`src/ahl_pkg.sv`:
```
// Purpose: Shared constants and types for the axis homing and travel-limit block.
// Assumes: 32-bit Avalon-MM register port, word-aligned byte addresses.
// Notes: Positions are signed encoder counts.
package ahl_pkg;
   // ----------------------------------------
   // Register byte addresses
   // ----------------------------------------
   localparam logic [5:0] ADDR_CTRL = 6'h00;
   localparam logic [5:0] ADDR_STATUS = 6'h04;
   localparam logic [5:0] ADDR_CUR_THRESH = 6'h08;
   localparam logic [5:0] ADDR_ZERO_OFFSET = 6'h0c;
   localparam logic [5:0] ADDR_LIMIT_POS = 6'h10;
   localparam logic [5:0] ADDR_LIMIT_NEG = 6'h14;
   localparam logic [5:0] ADDR_ADJUST_DEG = 6'h18;
   localparam logic [5:0] ADDR_TARGET = 6'h1c;
   localparam logic [5:0] ADDR_REF_POINT = 6'h20;
   localparam logic [5:0] ADDR_SENSOR_DIST = 6'h24;
   localparam logic [5:0] ADDR_MACHINE_ZERO = 6'h28;
   localparam logic [5:0] ADDR_ERROR_CODE = 6'h2c;
   // ----------------------------------------
   // Control register fields
   // ----------------------------------------
   localparam int CTRL_MODE_LSB = 0;
   localparam int CTRL_OPMODE_LSB = 8;
   localparam int CTRL_REACT_LSB = 10;
   localparam int CTRL_REVCUR_BIT = 12;
   localparam int CTRL_START_BIT = 16;
   localparam int CTRL_MOVE_BIT = 17;
   localparam int CTRL_ACK_BIT = 18;
   localparam logic [31:0] CTRL_RESET = 32'h0000_0800;
   // ----------------------------------------
   // Homing mode numbers
   // ----------------------------------------
   localparam logic [7:0] MODE_REV_NEG_LO = 8'h0b;
   localparam logic [7:0] MODE_REV_NEG_HI = 8'h0e;
   localparam logic [7:0] MODE_ZP_NEG = 8'h21;
   localparam logic [7:0] MODE_ZP_POS = 8'h22;
   localparam logic [7:0] MODE_HERE = 8'h23;
   localparam logic [7:0] MODE_STOP_POS = 8'h80;
   localparam logic [7:0] MODE_STOP_NEG = 8'h81;
   localparam logic [7:0] MODE_DC_LO = 8'h82;
   localparam logic [7:0] MODE_DC_REV = 8'h84;
   localparam logic [7:0] MODE_DC_HI = 8'h85;
   // ----------------------------------------
   // Limits, defaults and error codes
   // ----------------------------------------
   localparam logic signed [15:0] ADJUST_MIN = -16'sd180;
   localparam logic signed [15:0] ADJUST_MAX = 16'sd180;
   localparam logic signed [15:0] ADJUST_RESET = 16'sd0;
   localparam logic [15:0] ERR_LIMIT_POS = 16'h7323;
   localparam logic [15:0] ERR_LIMIT_NEG = 16'h7324;
   localparam int STATUS_HOMED_BIT = 0;
   localparam int STATUS_BUSY_BIT = 1;
   localparam int STATUS_FAULT_BIT = 2;
   localparam int STATUS_REFUSED_BIT = 3;

   typedef enum logic [1:0] {
      OPM_ABSOLUTE = 2'h0,
      OPM_RESET = 2'h1,
      OPM_CONTINUOUS = 2'h2
   } ahl_opmode_t;

   typedef enum logic [1:0] {
      REACT_NONE = 2'h0,
      REACT_STOP = 2'h1,
      REACT_DEENERGIZE = 2'h2
   } ahl_react_t;
endpackage
```
`src/ahl_limit_if.sv`:
```
// Purpose: Carries a move request between the homing core and the limit checker.
// Assumes: Positions are 32-bit signed counts.
// Notes: Checker answers combinationally.
`timescale 1ns/10ps
interface ahl_limit_if;
   logic signed [31:0] target;
   logic signed [31:0] curPos;
   logic signed [31:0] refPoint;
   logic signed [31:0] limitPos;
   logic signed [31:0] limitNeg;
   logic [1:0] opMode;
   logic armed;
   logic overPos;
   logic overNeg;
   modport core (output target, curPos, refPoint, limitPos, limitNeg, opMode, armed, input overPos, overNeg);
   modport check (input target, curPos, refPoint, limitPos, limitNeg, opMode, armed, output overPos, overNeg);
endinterface

```
`src/ahl_homing_core.sv`:
```
// Purpose: Homing sequencer, reference arithmetic and software end-limit guard.
// Assumes: Encoder position, index pulse, switches and current are synchronous to clk_sys.
// Notes: Motion is requested via motionDir and motionRun; the drive does the profiling.
`timescale 1ns/10ps
module ahl_homing_core #(
   parameter int COUNTS_PER_REV = 4096,
   parameter int DC_BASE_SPACING = 1000
) (
   input wire logic clk_sys,
   input wire logic reset,
   input wire logic [5:0] avs_address,
   input wire logic avs_read,
   input wire logic avs_write,
   input wire logic [31:0] avs_writedata,
   output logic [31:0] avs_readdata,
   output logic avs_waitrequest,
   input wire logic signed [31:0] encPos,
   input wire logic encIndex,
   input wire logic homeSwitch,
   input wire logic revSwitchNeg,
   input wire logic revSwitchPos,
   input wire logic distMark,
   input wire logic [15:0] motorCurrent,
   output logic motionRun,
   output logic motionDir,
   output logic followErrEnable,
   output logic rampStop,
   output logic deenergize,
   output logic signed [31:0] moveTarget,
   output logic moveGo
);
   initial begin
      if (COUNTS_PER_REV < 2 || COUNTS_PER_REV > 65536) $error("COUNTS_PER_REV out of range");
      if (DC_BASE_SPACING < 1) $error("DC_BASE_SPACING must be positive");
   end

   // ----------------------------------------
   // Homing state machine
   // ----------------------------------------
   typedef enum logic [4:0] {
      ST_IDLE = 5'b00001,
      ST_SEEK = 5'b00010,
      ST_INDEX = 5'b00100,
      ST_MARK2 = 5'b01000,
      ST_DONE = 5'b10000
   } ahl_state_t;

   ahl_state_t state_reg, state_next;
   logic [31:0] ctrl_reg, ctrl_next;
   logic [15:0] curThresh_reg, curThresh_next;
   logic signed [31:0] zeroOffset_reg, zeroOffset_next;
   logic signed [31:0] limitPos_reg, limitPos_next;
   logic signed [31:0] limitNeg_reg, limitNeg_next;
   logic signed [15:0] adjustDeg_reg, adjustDeg_next;
   logic signed [31:0] target_reg, target_next;
   logic signed [31:0] machineZero_reg, machineZero_next;
   logic signed [31:0] refPoint_reg, refPoint_next;
   logic signed [31:0] sensorDist_reg, sensorDist_next;
   logic signed [31:0] edgePos_reg, edgePos_next;
   logic signed [31:0] markPos_reg, markPos_next;
   logic [15:0] errCode_reg, errCode_next;
   logic homed_reg, homed_next;
   logic fault_reg, fault_next;
   logic refused_reg, refused_next;
   logic dir_reg, dir_next;
   logic moveGo_reg, moveGo_next;
   logic signed [31:0] moveTarget_reg, moveTarget_next;
   logic homeSw_reg, index_reg, mark_reg;
   logic [31:0] readData_reg, readData_next;
   logic ack_reg, ack_next;

   logic [7:0] mode;
   ahl_pkg::ahl_opmode_t opMode;
   ahl_pkg::ahl_react_t react;
   logic revByCurrent;
   logic startCmd, moveCmd, ackCmd;
   logic overCurrent, isCurrentMode, isDcMode, isRevMode;
   logic indexRise, homeEdge, markRise, swEdgeShifted;
   logic signed [31:0] adjCounts;
   logic signed [47:0] adjProd;
   logic wrCtrl;

   ahl_limit_if lim ();
   ahl_limit_check u_check (
      .lim(lim)
   );

   assign mode = ctrl_reg[ahl_pkg::CTRL_MODE_LSB +: 8];
   assign opMode = ahl_pkg::ahl_opmode_t'(ctrl_reg[ahl_pkg::CTRL_OPMODE_LSB +: 2]);
   assign react = ahl_pkg::ahl_react_t'(ctrl_reg[ahl_pkg::CTRL_REACT_LSB +: 2]);
   assign revByCurrent = ctrl_reg[ahl_pkg::CTRL_REVCUR_BIT];
   assign wrCtrl = avs_write && !ack_reg && avs_address == ahl_pkg::ADDR_CTRL;
   assign startCmd = wrCtrl && avs_writedata[ahl_pkg::CTRL_START_BIT];
   assign moveCmd = avs_write && !ack_reg && avs_address == ahl_pkg::ADDR_TARGET;
   assign ackCmd = wrCtrl && avs_writedata[ahl_pkg::CTRL_ACK_BIT];
   assign overCurrent = motorCurrent > curThresh_reg;
   assign isCurrentMode = mode == ahl_pkg::MODE_STOP_POS || mode == ahl_pkg::MODE_STOP_NEG;
   assign isDcMode = mode >= ahl_pkg::MODE_DC_LO && mode <= ahl_pkg::MODE_DC_HI;
   assign isRevMode = mode >= ahl_pkg::MODE_REV_NEG_LO && mode <= ahl_pkg::MODE_REV_NEG_HI;
   assign indexRise = encIndex && !index_reg;
   assign homeEdge = homeSwitch != homeSw_reg;
   assign markRise = distMark && !mark_reg;

   // Degrees become counts; the shifted switch point is the raw edge plus this offset.
   assign adjProd = 48'(adjustDeg_reg) * 48'(COUNTS_PER_REV) / 48'sd360;
   assign adjCounts = adjProd[31:0];
   assign swEdgeShifted = encPos == edgePos_reg + adjCounts;

   assign lim.target = target_next;
   assign lim.curPos = encPos;
   assign lim.refPoint = refPoint_reg;
   assign lim.limitPos = limitPos_reg;
   assign lim.limitNeg = limitNeg_reg;
   assign lim.opMode = 2'(opMode);
   assign lim.armed = homed_reg && state_reg == ST_IDLE;

   // ----------------------------------------
   // Next-state logic
   // ----------------------------------------
   always_comb begin
      state_next = state_reg;
      ctrl_next = ctrl_reg;
      curThresh_next = curThresh_reg;
      zeroOffset_next = zeroOffset_reg;
      limitPos_next = limitPos_reg;
      limitNeg_next = limitNeg_reg;
      adjustDeg_next = adjustDeg_reg;
      target_next = target_reg;
      machineZero_next = machineZero_reg;
      refPoint_next = refPoint_reg;
      sensorDist_next = sensorDist_reg;
      edgePos_next = edgePos_reg;
      markPos_next = markPos_reg;
      errCode_next = errCode_reg;
      homed_next = homed_reg;
      fault_next = fault_reg;
      refused_next = refused_reg;
      dir_next = dir_reg;
      moveGo_next = 1'b0;
      moveTarget_next = moveTarget_reg;
      readData_next = readData_reg;
      ack_next = (avs_read || avs_write) && !ack_reg;

      if (avs_write && !ack_reg) begin
         if (avs_address == ahl_pkg::ADDR_CTRL) begin
            ctrl_next = {16'h0000, avs_writedata[15:0]};
         end else if (avs_address == ahl_pkg::ADDR_CUR_THRESH) begin
            curThresh_next = avs_writedata[15:0];
         end else if (avs_address == ahl_pkg::ADDR_ZERO_OFFSET) begin
            zeroOffset_next = avs_writedata;
         end else if (avs_address == ahl_pkg::ADDR_LIMIT_POS) begin
            limitPos_next = avs_writedata;
         end else if (avs_address == ahl_pkg::ADDR_LIMIT_NEG) begin
            limitNeg_next = avs_writedata;
         end else if (avs_address == ahl_pkg::ADDR_ADJUST_DEG) begin
            // Out-of-range angles are clamped rather than rejected.
            if ($signed(avs_writedata) > 32'(ahl_pkg::ADJUST_MAX)) begin
               adjustDeg_next = ahl_pkg::ADJUST_MAX;
            end else if ($signed(avs_writedata) < 32'(ahl_pkg::ADJUST_MIN)) begin
               adjustDeg_next = ahl_pkg::ADJUST_MIN;
            end else begin
               adjustDeg_next = avs_writedata[15:0];
            end
         end else if (avs_address == ahl_pkg::ADDR_TARGET) begin
            target_next = avs_writedata;
         end
      end

      if (avs_read && !ack_reg) begin
         if (avs_address == ahl_pkg::ADDR_CTRL) begin
            readData_next = ctrl_reg;
         end else if (avs_address == ahl_pkg::ADDR_STATUS) begin
            readData_next = {28'h0000000, refused_reg, fault_reg, state_reg != ST_IDLE, homed_reg};
         end else if (avs_address == ahl_pkg::ADDR_CUR_THRESH) begin
            readData_next = {16'h0000, curThresh_reg};
         end else if (avs_address == ahl_pkg::ADDR_ZERO_OFFSET) begin
            readData_next = zeroOffset_reg;
         end else if (avs_address == ahl_pkg::ADDR_LIMIT_POS) begin
            readData_next = limitPos_reg;
         end else if (avs_address == ahl_pkg::ADDR_LIMIT_NEG) begin
            readData_next = limitNeg_reg;
         end else if (avs_address == ahl_pkg::ADDR_ADJUST_DEG) begin
            readData_next = 32'(adjustDeg_reg);
         end else if (avs_address == ahl_pkg::ADDR_TARGET) begin
            readData_next = target_reg;
         end else if (avs_address == ahl_pkg::ADDR_REF_POINT) begin
            readData_next = refPoint_reg;
         end else if (avs_address == ahl_pkg::ADDR_SENSOR_DIST) begin
            readData_next = sensorDist_reg;
         end else if (avs_address == ahl_pkg::ADDR_MACHINE_ZERO) begin
            readData_next = machineZero_reg;
         end else if (avs_address == ahl_pkg::ADDR_ERROR_CODE) begin
            readData_next = {16'h0000, errCode_reg};
         end else begin
            readData_next = 32'h0000_0000;
         end
      end

      // A move is judged against the limits in the cycle it is written.
      if (moveCmd && state_reg == ST_IDLE) begin
         if (lim.overPos || lim.overNeg) begin
            refused_next = 1'b1;
            errCode_next = lim.overPos ? ahl_pkg::ERR_LIMIT_POS : ahl_pkg::ERR_LIMIT_NEG;
            if (react != ahl_pkg::REACT_NONE) begin
               fault_next = 1'b1;
            end
         end else begin
            moveTarget_next = avs_writedata;
            moveGo_next = 1'b1;
         end
      end else if (ackCmd) begin
         fault_next = 1'b0;
         refused_next = 1'b0;
         errCode_next = 16'h0000;
      end

      case (state_reg)
         ST_IDLE: begin
            if (startCmd) begin
               homed_next = 1'b0;
               if (avs_writedata[7:0] == ahl_pkg::MODE_HERE) begin
                  machineZero_next = encPos;
                  state_next = ST_DONE;
               end else begin
                  // Modes 11..14 start toward the negative reversal switch.
                  dir_next = avs_writedata[7:0] == ahl_pkg::MODE_STOP_POS ||
                     avs_writedata[7:0] == ahl_pkg::MODE_ZP_POS;
                  state_next = ST_SEEK;
               end
            end
         end
         ST_SEEK: begin
            if (isCurrentMode) begin
               if (overCurrent) begin
                  machineZero_next = encPos;
                  state_next = ST_DONE;
               end
            end else if (mode == ahl_pkg::MODE_ZP_NEG || mode == ahl_pkg::MODE_ZP_POS) begin
               if (indexRise) begin
                  machineZero_next = encPos;
                  state_next = ST_DONE;
               end
            end else if (isDcMode) begin
               if (markRise) begin
                  markPos_next = encPos;
                  state_next = ST_MARK2;
               end
            end else if (homeEdge) begin
               edgePos_next = encPos;
               state_next = ST_INDEX;
            end
            if (!isCurrentMode && ((revByCurrent && overCurrent) || (!dir_reg && revSwitchNeg) ||
                  (dir_reg && revSwitchPos))) begin
               dir_next = !dir_reg;
            end
         end
         ST_INDEX: begin
            if (indexRise && encPos != edgePos_reg + adjCounts) begin
               machineZero_next = encPos;
               sensorDist_next = encPos - edgePos_reg;
               state_next = ST_DONE;
            end else if (swEdgeShifted) begin
               edgePos_next = encPos;
            end
         end
         ST_MARK2: begin
            if (markRise) begin
               // Absolute zero follows from how far the mark gap departs from the base spacing.
               machineZero_next = encPos - (encPos - markPos_reg - 32'(DC_BASE_SPACING));
               state_next = ST_DONE;
            end
         end
         ST_DONE: begin
            refPoint_next = machineZero_reg + zeroOffset_reg;
            homed_next = 1'b1;
            state_next = ST_IDLE;
         end
         default: state_next = ST_IDLE;
      endcase
   end

   // ----------------------------------------
   // Registers
   // ----------------------------------------
   always_ff @(posedge clk_sys or posedge reset) begin
      if (reset) begin
         state_reg <= ST_IDLE;
         ctrl_reg <= ahl_pkg::CTRL_RESET;
         curThresh_reg <= 16'hffff;
         zeroOffset_reg <= 32'h0000_0000;
         limitPos_reg <= 32'h0000_0000;
         limitNeg_reg <= 32'h0000_0000;
         adjustDeg_reg <= ahl_pkg::ADJUST_RESET;
         target_reg <= 32'h0000_0000;
         machineZero_reg <= 32'h0000_0000;
         refPoint_reg <= 32'h0000_0000;
         sensorDist_reg <= 32'h0000_0000;
         edgePos_reg <= 32'h0000_0000;
         markPos_reg <= 32'h0000_0000;
         errCode_reg <= 16'h0000;
         homed_reg <= 1'b0;
         fault_reg <= 1'b0;
         refused_reg <= 1'b0;
         dir_reg <= 1'b0;
         moveGo_reg <= 1'b0;
         moveTarget_reg <= 32'h0000_0000;
         homeSw_reg <= 1'b0;
         index_reg <= 1'b0;
         mark_reg <= 1'b0;
         readData_reg <= 32'h0000_0000;
         ack_reg <= 1'b0;
      end else begin
         state_reg <= state_next;
         ctrl_reg <= ctrl_next;
         curThresh_reg <= curThresh_next;
         zeroOffset_reg <= zeroOffset_next;
         limitPos_reg <= limitPos_next;
         limitNeg_reg <= limitNeg_next;
         adjustDeg_reg <= adjustDeg_next;
         target_reg <= target_next;
         machineZero_reg <= machineZero_next;
         refPoint_reg <= refPoint_next;
         sensorDist_reg <= sensorDist_next;
         edgePos_reg <= edgePos_next;
         markPos_reg <= markPos_next;
         errCode_reg <= errCode_next;
         homed_reg <= homed_next;
         fault_reg <= fault_next;
         refused_reg <= refused_next;
         dir_reg <= dir_next;
         moveGo_reg <= moveGo_next;
         moveTarget_reg <= moveTarget_next;
         homeSw_reg <= homeSwitch;
         index_reg <= encIndex;
         mark_reg <= distMark;
         readData_reg <= readData_next;
         ack_reg <= ack_next;
      end
   end

   // ----------------------------------------
   // Outputs
   // ----------------------------------------
   assign avs_readdata = readData_reg;
   assign avs_waitrequest = (avs_read || avs_write) && !ack_reg;
   assign motionRun = state_reg == ST_SEEK || state_reg == ST_INDEX || state_reg == ST_MARK2;
   assign motionDir = dir_reg;
   assign followErrEnable = !(isCurrentMode && state_reg != ST_IDLE);
   assign rampStop = fault_reg && react != ahl_pkg::REACT_NONE;
   assign deenergize = fault_reg && react == ahl_pkg::REACT_DEENERGIZE;
   assign moveTarget = moveTarget_reg;
   assign moveGo = moveGo_reg;
endmodule

```
`src/ahl_limit_check.sv`:
```
// Purpose: Decides whether a move target breaks the software end limits.
// Assumes: Limits are offsets from the reference chosen by operating mode.
// Notes: Purely combinational.
`timescale 1ns/10ps
module ahl_limit_check (
   ahl_limit_if.check lim
);
   logic signed [32:0] base;
   logic signed [32:0] hiBound;
   logic signed [32:0] loBound;
   logic signed [32:0] tgt;

   always_comb begin
      // Absolute mode is anchored to the homing reference, continuous to where the axis is now.
      base = (lim.opMode == 2'(ahl_pkg::OPM_CONTINUOUS)) ? 33'(lim.curPos) : 33'(lim.refPoint);
      hiBound = base + 33'(lim.limitPos);
      loBound = base + 33'(lim.limitNeg);
      tgt = 33'(lim.target);
      lim.overPos = 1'b0;
      lim.overNeg = 1'b0;
      if (lim.armed && lim.opMode != 2'(ahl_pkg::OPM_RESET)) begin
         lim.overPos = tgt > hiBound;
         lim.overNeg = tgt < loBound;
      end
   end
endmodule

```
`config.mk`:
```
export PLATFORM = sky130hd
export DESIGN_NAME = ahl_homing_core
export DESIGN_NICKNAME = d
export VERILOG_FILES = /design/src/ahl_pkg.sv /design/src/ahl_limit_if.sv /design/src/ahl_homing_core.sv /design/src/ahl_limit_check.sv
export SDC_FILE = /design/constraint.sdc
export NUM_CORES = 2
export LEC_CHECK = 0
export BUFFER_PORTS_ARGS = -buffer_cell sky130_fd_sc_hd__clkbuf_2
export CAP_MARGIN = 20
export CORE_AREA = 2 2 300 421
export DETAILED_ROUTE_END_ITERATION = 10
export DIE_AREA = 0 0 302 423
export SYNTH_ARGS = -nofsm -noshare
export SYNTH_HDL_FRONTEND = slang
export SYNTH_SLANG_ARGS = --single-unit
```
`constraint.sdc`:
```
create_clock -name clk_sys -period 31.8 [get_ports clk_sys]
set_input_delay 3.18 -clock clk_sys [delete_from_list [all_inputs] [get_ports clk_sys]]
set_output_delay 3.18 -clock clk_sys [all_outputs]
set_load 0.005 [all_outputs]
```
==> run_results.csv <==
group,metric,value,unit
routing,wire_per_inst,22.30,µm
synth,synth_mux_area_share,11.86,%
synth,synth_seq_cells,416,
synth,ys_warn_count,0,
routing,drc_errors,0,
routing,vias,32950,
global_route,grt_remaining_overflow,0,
worst_setup_path,slowest_delay,0.67,ns
clock_tree,cts_root_buf,"clkbuf_16",
flow_run,maxCapViolations,0,
clock_tree,cts.clk_slew.worst_paths,0.06,ns
worst_setup_path,critPathSlowestCell,"a222oi_1",
layout,area_growth,11.68,%
floorplan,initial_utilization,29.89,%
synth,syn_avg_cell_area,8.903,µm²
place,hpwlAfterDp,104100,µm
sta,period_needed,29.80,ns
floorplan,die-area,127700,µm²
global_route,grt_first_pass_wirelength,200600,µm
worst_setup_path,rrSetupSlack,2.00,ns
sta,setup_viol,0,
synth,syn_area,37020,µm²
floorplan,die_w,302,µm
status,run_status,"finished clean",
synth,synth_cells,4158,
routing,drt_pass1_iterations,6,
synth,synth_top_family_by_area,"compound AO/OA/AOI/OAI gates",
worst_setup_path,path_class,"reg2reg",
sta,slew_headroom,20.79,%
sta,hold_violations,0,
floorplan,core,123900,µm²
sta,worst_pin_slew,1.187,ns
synth,synth_edf_count,0,
sta,final-max-slew-violation-count,0,
clock_tree,clkLatencyLatePin,0.58,ns
floorplan,ios,166,
synth,yosysTopAreaCell,"dfrtp_1",
synth,synth_nets,4570,
global_route,antenna_found_initial,5,
sta,max_freq,33.56,MHz
routing,drtAntennaViolNets,0,
place,gp_congestion,0.9423,
worst_setup_path,crit_top_cell,"a21o_1",
synth,synth_fa_ha_area_share,10.92,%
worst_setup_path,crit_path_start_kind,"flop",
clock_tree,cts_tree,"built",
sta,clock_skew,0.02544,ns
synth,synth-simple-area-share,14.95,%
layout,nNetsFinal,4676,
synth,synth-compound-area-share,23.30,%
synth,ys.flop_type,"dfrtp_1",
routing,routed_wl,132100,µm
clock_tree,cts_buffers,41,
clock_tree,htreeDepth,2,
routing,detail_route.vias_per_cell,5.563,
layout,drive_above_1_share,16.53,%
synth,netlist.area_leader.share,26.90,%
place,port-buffer-count,165,
worst_setup_path,crit_required,32.25,ns
global_route,grt_pass1_vias,33100,
global_route,grtUsageTotal,20.26,%
hold_path,hold_class,"reg2reg",
synth,async_reset_ff_share,100.0,%
synth,ys_seq_area_share,28.18,%
synth,yosys-top-cells-area,"dfrtp_1 27%, ha_1 11%, mux2_2 7.6%, xnor2_1 4.5%, o21ai_0 4.2%",
sta,finalCritPeriodShare,93.71,%
worst_setup_path,crit_path_max_fanout,33,
floorplan,die_h,423,µm
routing,initialDrtViolationCount,2383,
clock_tree,cts_buffer_depth,3,
synth,synth_xor_area_share,6.665,%
clock_tree,holdBufCountCts,0,
global_route,grt_max_degree,126,
sta,timing.setup.tns,0,ns
worst_setup_path,end_kind,"flop",
clock_tree,cts.sinks,416,
worst_setup_path,arrival,30.24,ns
synth,synth_cell_types,132,
floorplan,std_cell_rows,153,
## final cells by class
cell class | instances | area (µm²)
multi-input combinational | 3358 | 25250
sequential | 416 | 10430
fill | 12810 | 82510
antenna | 2 | 5.005
clock buffer | 56 | 1132
clock inverter | 17 | 301.5
inverter | 209 | 794.5
tap | 1627 | 2036
timing repair buffer | 238 | 1395
## critical path: cells and delay by family (launching register included)
family | cells | cell delay, ns
compound gates | 57 | 13.74
fa+ha+maj | 9 | 2.74
buf+inv | 8 | 1.46
simple gates | 32 | 8.07
flops | 1 | 0.54
mux | 6 | 2.18
xor+xnor | 4 | 0.81
## path summary, 6_finish.rpt
path | startpoint | to | depth (start not counted)
worst max register to register | adjustDeg_reg[0] | machineZero_reg[6] | 116
worst max-delay path | adjustDeg_reg[0] | machineZero_reg[6] | 116
worst min-delay path | ctrl_reg[15] | ctrl_reg[15] | 2
worst min register to register | ctrl_reg[15] | ctrl_reg[15] | 2
min in group asynchronous | reset | moveTarget[0] | 2
max in group asynchronous | reset | sensorDist_reg[31] | 4
## synth_stat cells, types with 64 or more instances
| cell type | instances |
|---|---|
| a21o_1 | 182 |
| a21oi_1 | 229 |
| clkbuf_1 | 130 |
| dfrtp_1 | 398 |
| ha_1 | 311 |
| inv_1 | 205 |
| mux2_1 | 70 |
| mux2_2 | 251 |
| mux2i_1 | 64 |
| nand2_1 | 397 |
| nand2b_1 | 78 |
| nand3_1 | 80 |
| nor2_1 | 161 |
| nor2b_1 | 74 |
| nor3_1 | 77 |
| o21ai_0 | 313 |
| xnor2_1 | 189 |
| xor2_1 | 89 |
## repair_timing
| action | CTS | global route |
|---|---|---|
| buffers inserted | 0 | 2 |
| endpoints found under the setup margin | 0 | 99 |
| resized for setup | 0 | 23 |
| endpoints found under the hold margin | 0 | 0 |
## per-stage QoR
| step | hold slack (ns) | cell area, µm² | setup WS [ns] | cells | utilization, % |
|---|---|---|---|---|---|
| 3_5_place_dp | 0.4651 | 39770 | 1.385 | 5846 | 32.11 |
| 2_1_floorplan | 0.4456 | 37020 | 5.318 | 4158 | - |
| 3_3_place_gp | 0.4563 | 39770 | 1.789 | 5846 | 32.11 |
| 6_report | 0.4750 | 41350 | 2.002 | 5923 | 33.38 |
| 4_1_cts | 0.4753 | 41210 | 1.297 | 5919 | 33.27 |
| 5_1_grt | 0.5075 | 41340 | -0.009294 | 5921 | 33.38 |
## logic make-up (layout without fill, tap and decap cells)
kind of cell	after synthesis	count (layout)
multiplexers	391	391
flip-flops	416	416
AO/OA/AOI/OAI	1262	1262
AND/OR/NAND/NOR	1105	1105
XOR/XNOR	280	280
buffers and inverters	384	520
adder cells (fa/ha/maj)	320	320
other	0	2
## placed cells by master (no fill, tap or decap), drive strengths merged, types with 81 or more instances in the layout
cell    netlist  routed
dfrtp       398     398
nand2       398     398
xnor2       190     190
o21ai       345     345
nor2        163     163
xor2         90      90
nand3        81      81
mux2        321     321
ha          311     311
a21oi       233     233
a21o        182     182
inv         208     211
clkbuf      130     219
## routing by layer
metal	part of all wire, %	global-route usage [%]	vias up
met1	39	23.00	16090
met3	3.7	1.488	308
met4	6.3	11.25	0
li1	-	-	15590
met2	51	37.15	960
met5	0	0	-
Power is not shown: default switching activity piles up to over one toggle a cycle in this logic, so the estimate is an artifact.
